`config.mk`:
```
export PLATFORM = sky130hd
export DESIGN_NAME = reset_clock_control
export DESIGN_NICKNAME = d
export VERILOG_FILES = /design/src/reset_clock_pkg.sv /design/src/pll_link_if.sv /design/src/pin_sync.sv /design/src/pll_lock_detect.sv /design/src/reset_clock_control.sv
export VERILOG_INCLUDE_DIRS = /design/src
export SDC_FILE = /design/constraint.sdc
export NUM_CORES = 1
export LEC_CHECK = 0
export BUFFER_PORTS_ARGS = -buffer_cell sky130_fd_sc_hd__buf_2
export CORE_MARGIN = 3
export CORE_UTILIZATION = 49
export DETAILED_ROUTE_END_ITERATION = 10
export PLACE_DENSITY = 0.76
export SYNTH_ARGS = -nofsm -noshare
export SYNTH_HDL_FRONTEND = slang
export SYNTH_HIERARCHICAL = 1
export SYNTH_SLANG_ARGS = --single-unit
```
`constraint.sdc`:
```
create_clock -name ref_clk -period 1.8 [get_ports ref_clk]
set_clock_uncertainty 0.15 [all_clocks]
set_input_delay 0.09 -clock ref_clk [delete_from_list [all_inputs] [get_ports ref_clk]]
set_output_delay 0.09 -clock ref_clk [all_outputs]
set_load 0.01 [all_outputs]
```
`src/reset_clock_cfg.svh`:
```
// Constants for the reset sequencer and PLL clock control block.
// Assumes a 100 MHz ref_clk; included by bare name from design files.
`ifndef RESET_CLOCK_CFG_SVH
`define RESET_CLOCK_CFG_SVH

// ==========================================================
// Register offsets and fields
`define DEV_CTRL_ADDR 8'h00
`define PLL_CTRL_ADDR 8'h01
`define SOFT_RESET_BIT 7
`define PLL_ENABLE_BIT 0
`define PLL_LOCK_BIT 7
`define PLL_SOURCE_BIT 4
`define RATIO_MSB 2
`define RATIO_LSB 0
`define RATIO_MAX_CODE 3'h4

// ==========================================================
// Reset values
`define PLL_ENABLE_DEFAULT 1'b0
`define PLL_SOURCE_DEFAULT 1'b0
`define PLL_RATIO_DEFAULT 3'h1

// ==========================================================
// Timing
`define CLK_PERIOD_NS 10
`define SOFT_RESET_NS 40
`define SOFT_RESET_CYCLES \
   ((`SOFT_RESET_NS + `CLK_PERIOD_NS - 1) / `CLK_PERIOD_NS)
`define SOFT_CNT_W 3
`define REF_STALL_NS 40000
`define REF_STALL_CYCLES (`REF_STALL_NS / `CLK_PERIOD_NS)
`define STALL_CNT_W 12
`define PLL_LOCK_EDGES 16
`define LOCK_CNT_W 5

`endif

```
`src/reset_clock_pkg.sv`:
```
// Types shared by the reset sequencer and PLL clock control block.
// Assumes nothing of its surroundings.
`default_nettype none
package reset_clock_pkg;
   // Gray codes along held -> wait -> run -> discharge
   typedef enum logic [2:0] {
      SEQ_HELD = 3'h0,
      SEQ_WAIT_POR = 3'h1,
      SEQ_RUN = 3'h3,
      SEQ_DISCHARGE = 3'h2,
      SEQ_SOFT = 3'h7
   } seq_state_t;

   typedef enum logic {
      SRC_MCLK = 1'b0,
      SRC_FRAME = 1'b1
   } ref_source_t;
endpackage
`default_nettype wire

```
`src/pll_link_if.sv`:
```
// Link between the control registers and the PLL lock detector.
// Assumes both ends run on ref_clk.
`timescale 1ns/100ps
`default_nettype none
interface pll_link_if;
   import reset_clock_pkg::*;
   logic enable;
   ref_source_t source;
   logic [2:0] ratio;
   logic mclk_level;
   logic frame_level;
   logic locked;

   modport ctrl (output enable, source, ratio, mclk_level, frame_level,
      input locked);
   modport det (input enable, source, ratio, mclk_level, frame_level,
      output locked);
endinterface
`default_nettype wire

```
`src/pin_sync.sv`:
```
// Two-flop synchroniser bank for pins from outside the clock domain.
// Assumes a synchronous active-high reset on ref_clk.
`timescale 1ns/100ps
`default_nettype none
module pin_sync #(
   parameter int WIDTH = 5
) (
   input wire logic ref_clk,
   input wire logic reset,
   input wire logic [WIDTH-1:0] async_in,
   output logic [WIDTH-1:0] sync_out
);
   logic [WIDTH-1:0] stage1;

   genvar i;
   generate
      for (i = 0; i < WIDTH; i = i + 1) begin : g_bit
         always_ff @(posedge ref_clk) begin
            if (reset) begin
               stage1[i] <= 1'b0;
               sync_out[i] <= 1'b0;
            end else begin
               stage1[i] <= async_in[i];
               sync_out[i] <= stage1[i];
            end
         end
      end
   endgenerate
endmodule
`default_nettype wire

```
`src/pll_lock_detect.sv`:
```
// Lock detector: counts edges of the selected PLL reference.
// Assumes synchronised reference levels and a reset that covers core reset.
`timescale 1ns/100ps
`default_nettype none
`include "reset_clock_cfg.svh"
module pll_lock_detect (
   input wire logic ref_clk,
   input wire logic reset,
   pll_link_if.det link
);
   import reset_clock_pkg::*;

   logic prev_ref;
   logic [3:0] prev_cfg;
   logic [`LOCK_CNT_W-1:0] edge_cnt;
   logic [`STALL_CNT_W-1:0] stall_cnt;
   logic locked;
   logic next_prev_ref;
   logic [3:0] next_prev_cfg;
   logic [`LOCK_CNT_W-1:0] next_edge_cnt;
   logic [`STALL_CNT_W-1:0] next_stall_cnt;
   logic next_locked;
   logic ref_level;
   logic cfg_ok;

   assign link.locked = locked;

   // ==========================================================
   // Next-state logic
   always_comb begin
      ref_level = (link.source == SRC_FRAME) ? link.frame_level
         : link.mclk_level;
      cfg_ok = (link.source == SRC_FRAME)
         || (link.ratio <= `RATIO_MAX_CODE);
      next_prev_ref = ref_level;
      next_prev_cfg = {link.source, link.ratio};
      next_edge_cnt = edge_cnt;
      next_stall_cnt = stall_cnt;
      next_locked = locked;
      if (!link.enable || !cfg_ok || prev_cfg != next_prev_cfg) begin
         next_edge_cnt = '0;
         next_stall_cnt = '0;
         next_locked = 1'b0;
      end else if (ref_level && !prev_ref) begin
         next_stall_cnt = '0;
         if (edge_cnt != `LOCK_CNT_W'(`PLL_LOCK_EDGES))
            next_edge_cnt = edge_cnt + 1'b1;
         next_locked = (next_edge_cnt == `LOCK_CNT_W'(`PLL_LOCK_EDGES));
      end else if (stall_cnt ==
                   `STALL_CNT_W'(`REF_STALL_CYCLES - 1)) begin
         // Timeout above one 32 kHz frame period
         next_stall_cnt = '0;
         next_edge_cnt = '0;
         next_locked = 1'b0;
      end else begin
         next_stall_cnt = stall_cnt + 1'b1;
      end
   end

   // ==========================================================
   // State registers
   always_ff @(posedge ref_clk) begin
      if (reset) begin
         prev_ref <= 1'b0;
         prev_cfg <= 4'h0;
         edge_cnt <= '0;
         stall_cnt <= '0;
         locked <= 1'b0;
      end else begin
         prev_ref <= next_prev_ref;
         prev_cfg <= next_prev_cfg;
         edge_cnt <= next_edge_cnt;
         stall_cnt <= next_stall_cnt;
         locked <= next_locked;
      end
   end
endmodule
`default_nettype wire

```
`src/reset_clock_control.sv`:
```
// Reset sequencer and PLL clock control for a four-channel converter.
// Assumes a 100 MHz ref_clk, comparator levels for the core supply
// and a simple register port behind the control-port decoder.
//
// Contract
// - reset pin is active low
// - analog reference off while in reset
// - core regulator off in reset, on after release
// - core held until supply reaches 1.2 V
// - power-on reset hysteresis, 1.2 V and 0.6 V
// - bit 7 of register 0x00 resets device
// - bit 4 of 0x01 selects PLL reference
// - frame clock reference covers 32 to 192 kHz
// - ratio field bits 2:0, codes 0 to 4
// - bit 7 of 0x01 reports PLL lock
// - frame clock reference needs slave serial port
`timescale 1ns/100ps
`default_nettype none
`include "reset_clock_cfg.svh"
module reset_clock_control (
   input wire logic ref_clk,
   input wire logic reset,
   input wire logic powerdown_reset_n,
   input wire logic supply_release_ok,
   input wire logic supply_trip_ok,
   input wire logic master_clock_pin,
   input wire logic frame_clock,
   input wire logic [7:0] reg_addr,
   input wire logic [7:0] reg_wdata,
   input wire logic reg_write,
   output logic [7:0] reg_rdata,
   output logic regulator_enable,
   output logic reference_enable,
   output logic core_reset_out,
   output logic pll_enable_out,
   output reset_clock_pkg::ref_source_t pll_source_out,
   output logic [2:0] pll_ratio_out
);
   import reset_clock_pkg::*;

   logic pin_s;
   logic release_s;
   logic trip_s;
   logic mclk_s;
   logic frame_s;
   seq_state_t state;
   seq_state_t next_state;
   logic [`SOFT_CNT_W-1:0] soft_cnt;
   logic [`SOFT_CNT_W-1:0] next_soft_cnt;
   logic next_regulator;
   logic next_reference;
   logic next_core_reset;
   logic next_pll_enable;
   ref_source_t next_pll_source;
   logic [2:0] next_pll_ratio;
   logic [7:0] next_rdata;
   logic wr_ok;
   logic soft_req;

   pll_link_if link ();

   // ==========================================================
   // Pin synchronisers
   pin_sync #(.WIDTH(5)) u_sync (
      .ref_clk(ref_clk),
      .reset(reset),
      .async_in({powerdown_reset_n, supply_release_ok, supply_trip_ok,
         master_clock_pin, frame_clock}),
      .sync_out({pin_s, release_s, trip_s, mclk_s, frame_s})
   );

   assign link.enable = pll_enable_out;
   assign link.source = pll_source_out;
   assign link.ratio = pll_ratio_out;
   assign link.mclk_level = mclk_s;
   assign link.frame_level = frame_s;

   // Detector is held while the core is in reset
   pll_lock_detect u_lock (
      .ref_clk(ref_clk),
      .reset(reset || core_reset_out),
      .link(link)
   );

   // ==========================================================
   // Power and reset sequencing
   always_comb begin
      next_state = state;
      next_soft_cnt = soft_cnt;
      soft_req = reg_write && reg_addr == `DEV_CTRL_ADDR
         && reg_wdata[`SOFT_RESET_BIT];
      case (state)
         SEQ_HELD: begin
            if (pin_s)
               next_state = SEQ_WAIT_POR;
         end
         SEQ_WAIT_POR: begin
            if (!pin_s)
               next_state = SEQ_HELD;
            else if (release_s)
               next_state = SEQ_RUN;
         end
         SEQ_RUN: begin
            if (!pin_s) begin
               next_state = SEQ_DISCHARGE;
            end else if (!trip_s) begin
               next_state = SEQ_HELD;
            end else if (soft_req) begin
               next_state = SEQ_SOFT;
               next_soft_cnt = `SOFT_CNT_W'(`SOFT_RESET_CYCLES - 1);
            end
         end
         SEQ_DISCHARGE: begin
            // Core keeps running until supply drops below the low trip
            if (!trip_s)
               next_state = SEQ_HELD;
            else if (pin_s)
               next_state = SEQ_RUN;
         end
         SEQ_SOFT: begin
            if (!pin_s)
               next_state = SEQ_HELD;
            else if (soft_cnt == '0)
               next_state = SEQ_RUN;
            else
               next_soft_cnt = soft_cnt - 1'b1;
         end
         default: begin
            next_state = SEQ_HELD;
         end
      endcase
      next_regulator = (next_state == SEQ_WAIT_POR)
         || (next_state == SEQ_RUN) || (next_state == SEQ_SOFT);
      next_reference = next_regulator;
      next_core_reset = (next_state != SEQ_RUN)
         && (next_state != SEQ_DISCHARGE);
   end

   always_ff @(posedge ref_clk) begin
      if (reset) begin
         state <= SEQ_HELD;
         soft_cnt <= '0;
         regulator_enable <= 1'b0;
         reference_enable <= 1'b0;
         core_reset_out <= 1'b1;
      end else begin
         state <= next_state;
         soft_cnt <= next_soft_cnt;
         regulator_enable <= next_regulator;
         reference_enable <= next_reference;
         core_reset_out <= next_core_reset;
      end
   end

   // ==========================================================
   // Control registers
   always_comb begin
      wr_ok = reg_write && !core_reset_out;
      next_pll_enable = pll_enable_out;
      next_pll_source = pll_source_out;
      next_pll_ratio = pll_ratio_out;
      if (next_core_reset) begin
         next_pll_enable = `PLL_ENABLE_DEFAULT;
         next_pll_source = ref_source_t'(`PLL_SOURCE_DEFAULT);
         next_pll_ratio = `PLL_RATIO_DEFAULT;
      end else if (wr_ok && reg_addr == `DEV_CTRL_ADDR) begin
         next_pll_enable = reg_wdata[`PLL_ENABLE_BIT];
      end else if (wr_ok && reg_addr == `PLL_CTRL_ADDR) begin
         next_pll_source = ref_source_t'(reg_wdata[`PLL_SOURCE_BIT]);
         next_pll_ratio = reg_wdata[`RATIO_MSB:`RATIO_LSB];
      end
      next_rdata = 8'h00;
      if (reg_addr == `DEV_CTRL_ADDR) begin
         next_rdata[`PLL_ENABLE_BIT] = pll_enable_out;
      end else if (reg_addr == `PLL_CTRL_ADDR) begin
         // Lock flag comes from the detector, masked by pll_enable_out
         next_rdata[`PLL_LOCK_BIT] = link.locked && pll_enable_out;
         next_rdata[`PLL_SOURCE_BIT] = pll_source_out;
         next_rdata[`RATIO_MSB:`RATIO_LSB] = pll_ratio_out;
      end
   end

   always_ff @(posedge ref_clk) begin
      if (reset) begin
         pll_enable_out <= `PLL_ENABLE_DEFAULT;
         pll_source_out <= SRC_MCLK;
         pll_ratio_out <= `PLL_RATIO_DEFAULT;
         reg_rdata <= 8'h00;
      end else begin
         pll_enable_out <= next_pll_enable;
         pll_source_out <= next_pll_source;
         pll_ratio_out <= next_pll_ratio;
         reg_rdata <= next_rdata;
      end
   end
endmodule
`default_nettype wire

```
==> impl_metrics.yaml <==
detailed_routing:
  via_count: 1804
  drcViolationCount: 0
  dr.pass1.iters: 4
  drt-total-wl_um: 4650
  vias_per_cell: 5.14
  drtIter0Drc: 127
  ant_nets: 0
  wl_per_cell_um: 13.2
worst_hold_path:
  hold_class: "primary input to flop"
flow_run:
  max_cap_violations: 0
sta:
  fin_crit_sh: 1.01
  finalSetupViolCount: 1
  finalMaxSlewViolations: 0
  fmax_mhz: 549
  grt_setup_unrepaired: "yes"
  finalSetupTns_ns: -0.0209
  period_needed_ns: 1.82
  setup_slack_ns: -0.0209
  hold_violations: 0
die:
  core_area_um2: 4140
  rows: 23
  die_area_um2: 5290
  start_util: 0.527
  die_y_um: 72.7
  pin_count: 40
  fp.dieW_um: 72.7
status:
  status: "complete, but fails checks"
  violations: "setup timing"
place:
  portBuffers: 33
  routabilityCongestion: 0.821
  dp_hpwl_um: 3080
  dp.cells: 327
clocking:
  cts_tree: "yes"
  cts_made_buffers: 5
  cts.path.max_buffers: 2
  clkTransAtPathRegs_ns: 0.09
  clock-sinks: 51
  root_buffer: "clkbuf_8"
  htreeDepth: 2
  insertion_delay_ns: 0.30
synthesis:
  ys_ff_latch: 51
  yosysUniqueCellTypes: 52
  yosys.cell_count.top_type: "dfxtp_1"
  synth_top_area_frac: 0.468
  synth-seq-area-share: 0.468
  synth_area_leaders: "dfxtp_1 (47%), nor2_1 (4.5%), nor2b_1 (4.0%)"
  synthFlopType: "dfxtp_1"
  syn_avg_cell_area_um2: 9.45
  yosys_warnings: 6
  netlist_area_um2: 2180
  synth-edff-count: 0
  synth_commonest_cells: "dfxtp_1 (51), nor2_1 (26), nand2_1 (18), nor2b_1 (14), inv_1 (13)"
  ys_async_sr_fraction: 0
  synthCells: 231
  netlist.top_cell.by_area: "dfxtp_1"
cells_and_area:
  synthToLayoutAreaGrowth_pct: 29.0
  fillCellCount: 339
  n_antenna_cell: 0
  nNetsFinal: 330
  drive_gt1_frac: 0.266
  stdcell_count: 351
grt:
  antenna_found_initial: 0
  grt_pass1_vias: 1718
  grt_max_degree: 17
  grt_pass1_wl_um: 7490
  grt.total_usage: 0.186
  overflow: 0
setup_path:
  cp.arrival_ns: 1.91
  crit_family: "simple AND/OR/NAND/NOR gates"
  cp_slowest_cell: "or4_1"
  crit_chain: "inv_1, ha_1, and3b_1, nor3_2, o22ai_1, or4_1, a21oi_2"
  startpoint_type: "flop"
  crit_buf_inv: 1
  crit_required_ns: 1.89
  crit_path_max_fanout: 4
  end_kind: "flop"
  worstSetupPathType: "flop to flop"
  slowest_delay_ns: 0.49
pwr:
  ir_drop_uv: 570
  powerDensity_nw_per_um2: 709
  power_leakage_nw: 1.14
==> report_power, final <==
part	leakage (nW)	switching (mW)	internal (mW)
logic	0.678	0.0450	0.0565
registers	0.415	0.00550	1.14
clock network	0.0513	0.344	0.408
==> cell usage in the layout, fill, tap and decap left out, types with 2 or more instances in the layout <==
cell           netlist  layout
a211oi_1             3       2
a21oi_1             10       9
a21oi_2              1       2
and2_1               2       2
and2b_1              2       2
and3_1               3       3
and3b_1              2       2
buf_2                1      33
buf_4                4      19
clkbuf_8             0       5
conb_1               1       3
dfxtp_1             51      48
dfxtp_2              0       3
dlygate4sd3_1        0      14
ha_1                 5       5
inv_1               13      13
mux2i_1              7       6
nand2_1             18      18
nand2b_1             2       2
nand3_1              8       8
nand4_1              4       4
nor2_1              26      26
nor2b_1             14      14
nor3_1               7       6
o21ai_0              2       2
xnor2_1              7       7
xor2_1               9       9
==> worst paths after layout <==
kind	startpoint	endpoint	slack (ns)	depth (start not counted)
max	u_lock/edge_cnt[0]	u_lock/link.locked	-0.02	7
min	reg_addr[1]	state[2]	0.03	4
max reg2reg	u_lock/edge_cnt[0]	u_lock/link.locked	-0.02	7
min reg2reg	u_sync/stage1[2]	u_sync/sync_out[2]	0.29	1
==> state kept, by name, summed over array words and instances, names as in the netlist, 3 cells and up <==
signal,flops
u_lock/stall_cnt,12
u_lock/edge_cnt,5
u_lock/prev_cfg,4
reg_rdata,5
pll_ratio_out,3
u_sync/sync_out,5
u_sync/stage1,5
state,3
soft_cnt,3
==> cell type report <==
cell class	instances	area (um^2)	area share
clock buffers	6	72.6	0.0258
clock inverters	1	30.0	0.0107
inverters	14	52.6	0.0187
multi-input cells	163	1120	0.400
flip-flops and latches	51	1020	0.364
well taps	50	62.6	0.0222
repair buffers	66	448	0.159
==> worst min-delay path, cell delays in order <==
cell	delay (ns)
buf_2	0.11
nor4b_4	0.07
nand4_1	0.08
a21oi_1	0.07
==> stage by stage <==
| stage | total power [mW] | setup slack, ns | hold slack (ns) | utilization | area [um^2] |
|---|---|---|---|---|---|
| global route | 2.07 | -0.130 | 0.0454 | 0.679 | 2820 |
| floorplan | 1.20 | 0.00259 | 0.0116 | - | 2190 |
| CTS | 2.02 | 0.00282 | -0.00539 | 0.659 | 2730 |
| detailed placement | 1.24 | -0.0142 | 0.156 | 0.604 | 2500 |
| finish | 2.00 | -0.0209 | 0.0280 | 0.679 | 2820 |
| global placement | 1.24 | 0.0324 | 0.148 | 0.604 | 2500 |
==> cell families (layout without fill, tap and decap cells) <==
| group | after synthesis | in the layout | synth area share |
|---|---|---|---|
| multiplexers | 7 | 7 | 0.0321 |
| AO/OA/AOI/OAI | 24 | 24 | 0.0688 |
| AND/OR/NAND/NOR | 108 | 108 | 0.296 |
| XOR/XNOR | 16 | 16 | 0.0642 |
| buffers and inverters | 19 | 87 | 0.0401 |
| adder cells (fa/ha/maj) | 5 | 5 | 0.0287 |
| other | 1 | 3 | 0.00172 |
| flip-flops | 51 | 51 | 0.468 |
==> per-layer routing <==
metal | wire length [um] | up-vias | global-route usage
met1 | 2010 | 825 | 0.219
met4 | 142 | 0 | 0.105
met3 | 211 | 11 | 0.0496
met2 | 2280 | 54 | 0.304
met5 | 0 | - | 0
li1 | - | 914 | -
==> repair_timing <==
item                       CTS  global route
hold endpoints to repair    12             1
pin swaps                    0             2
hold buffers                12             3
setup endpoints to repair    1            19
gates resized for setup      2             8
setup buffers                0             3
Power figures use the tool's default switching activity.
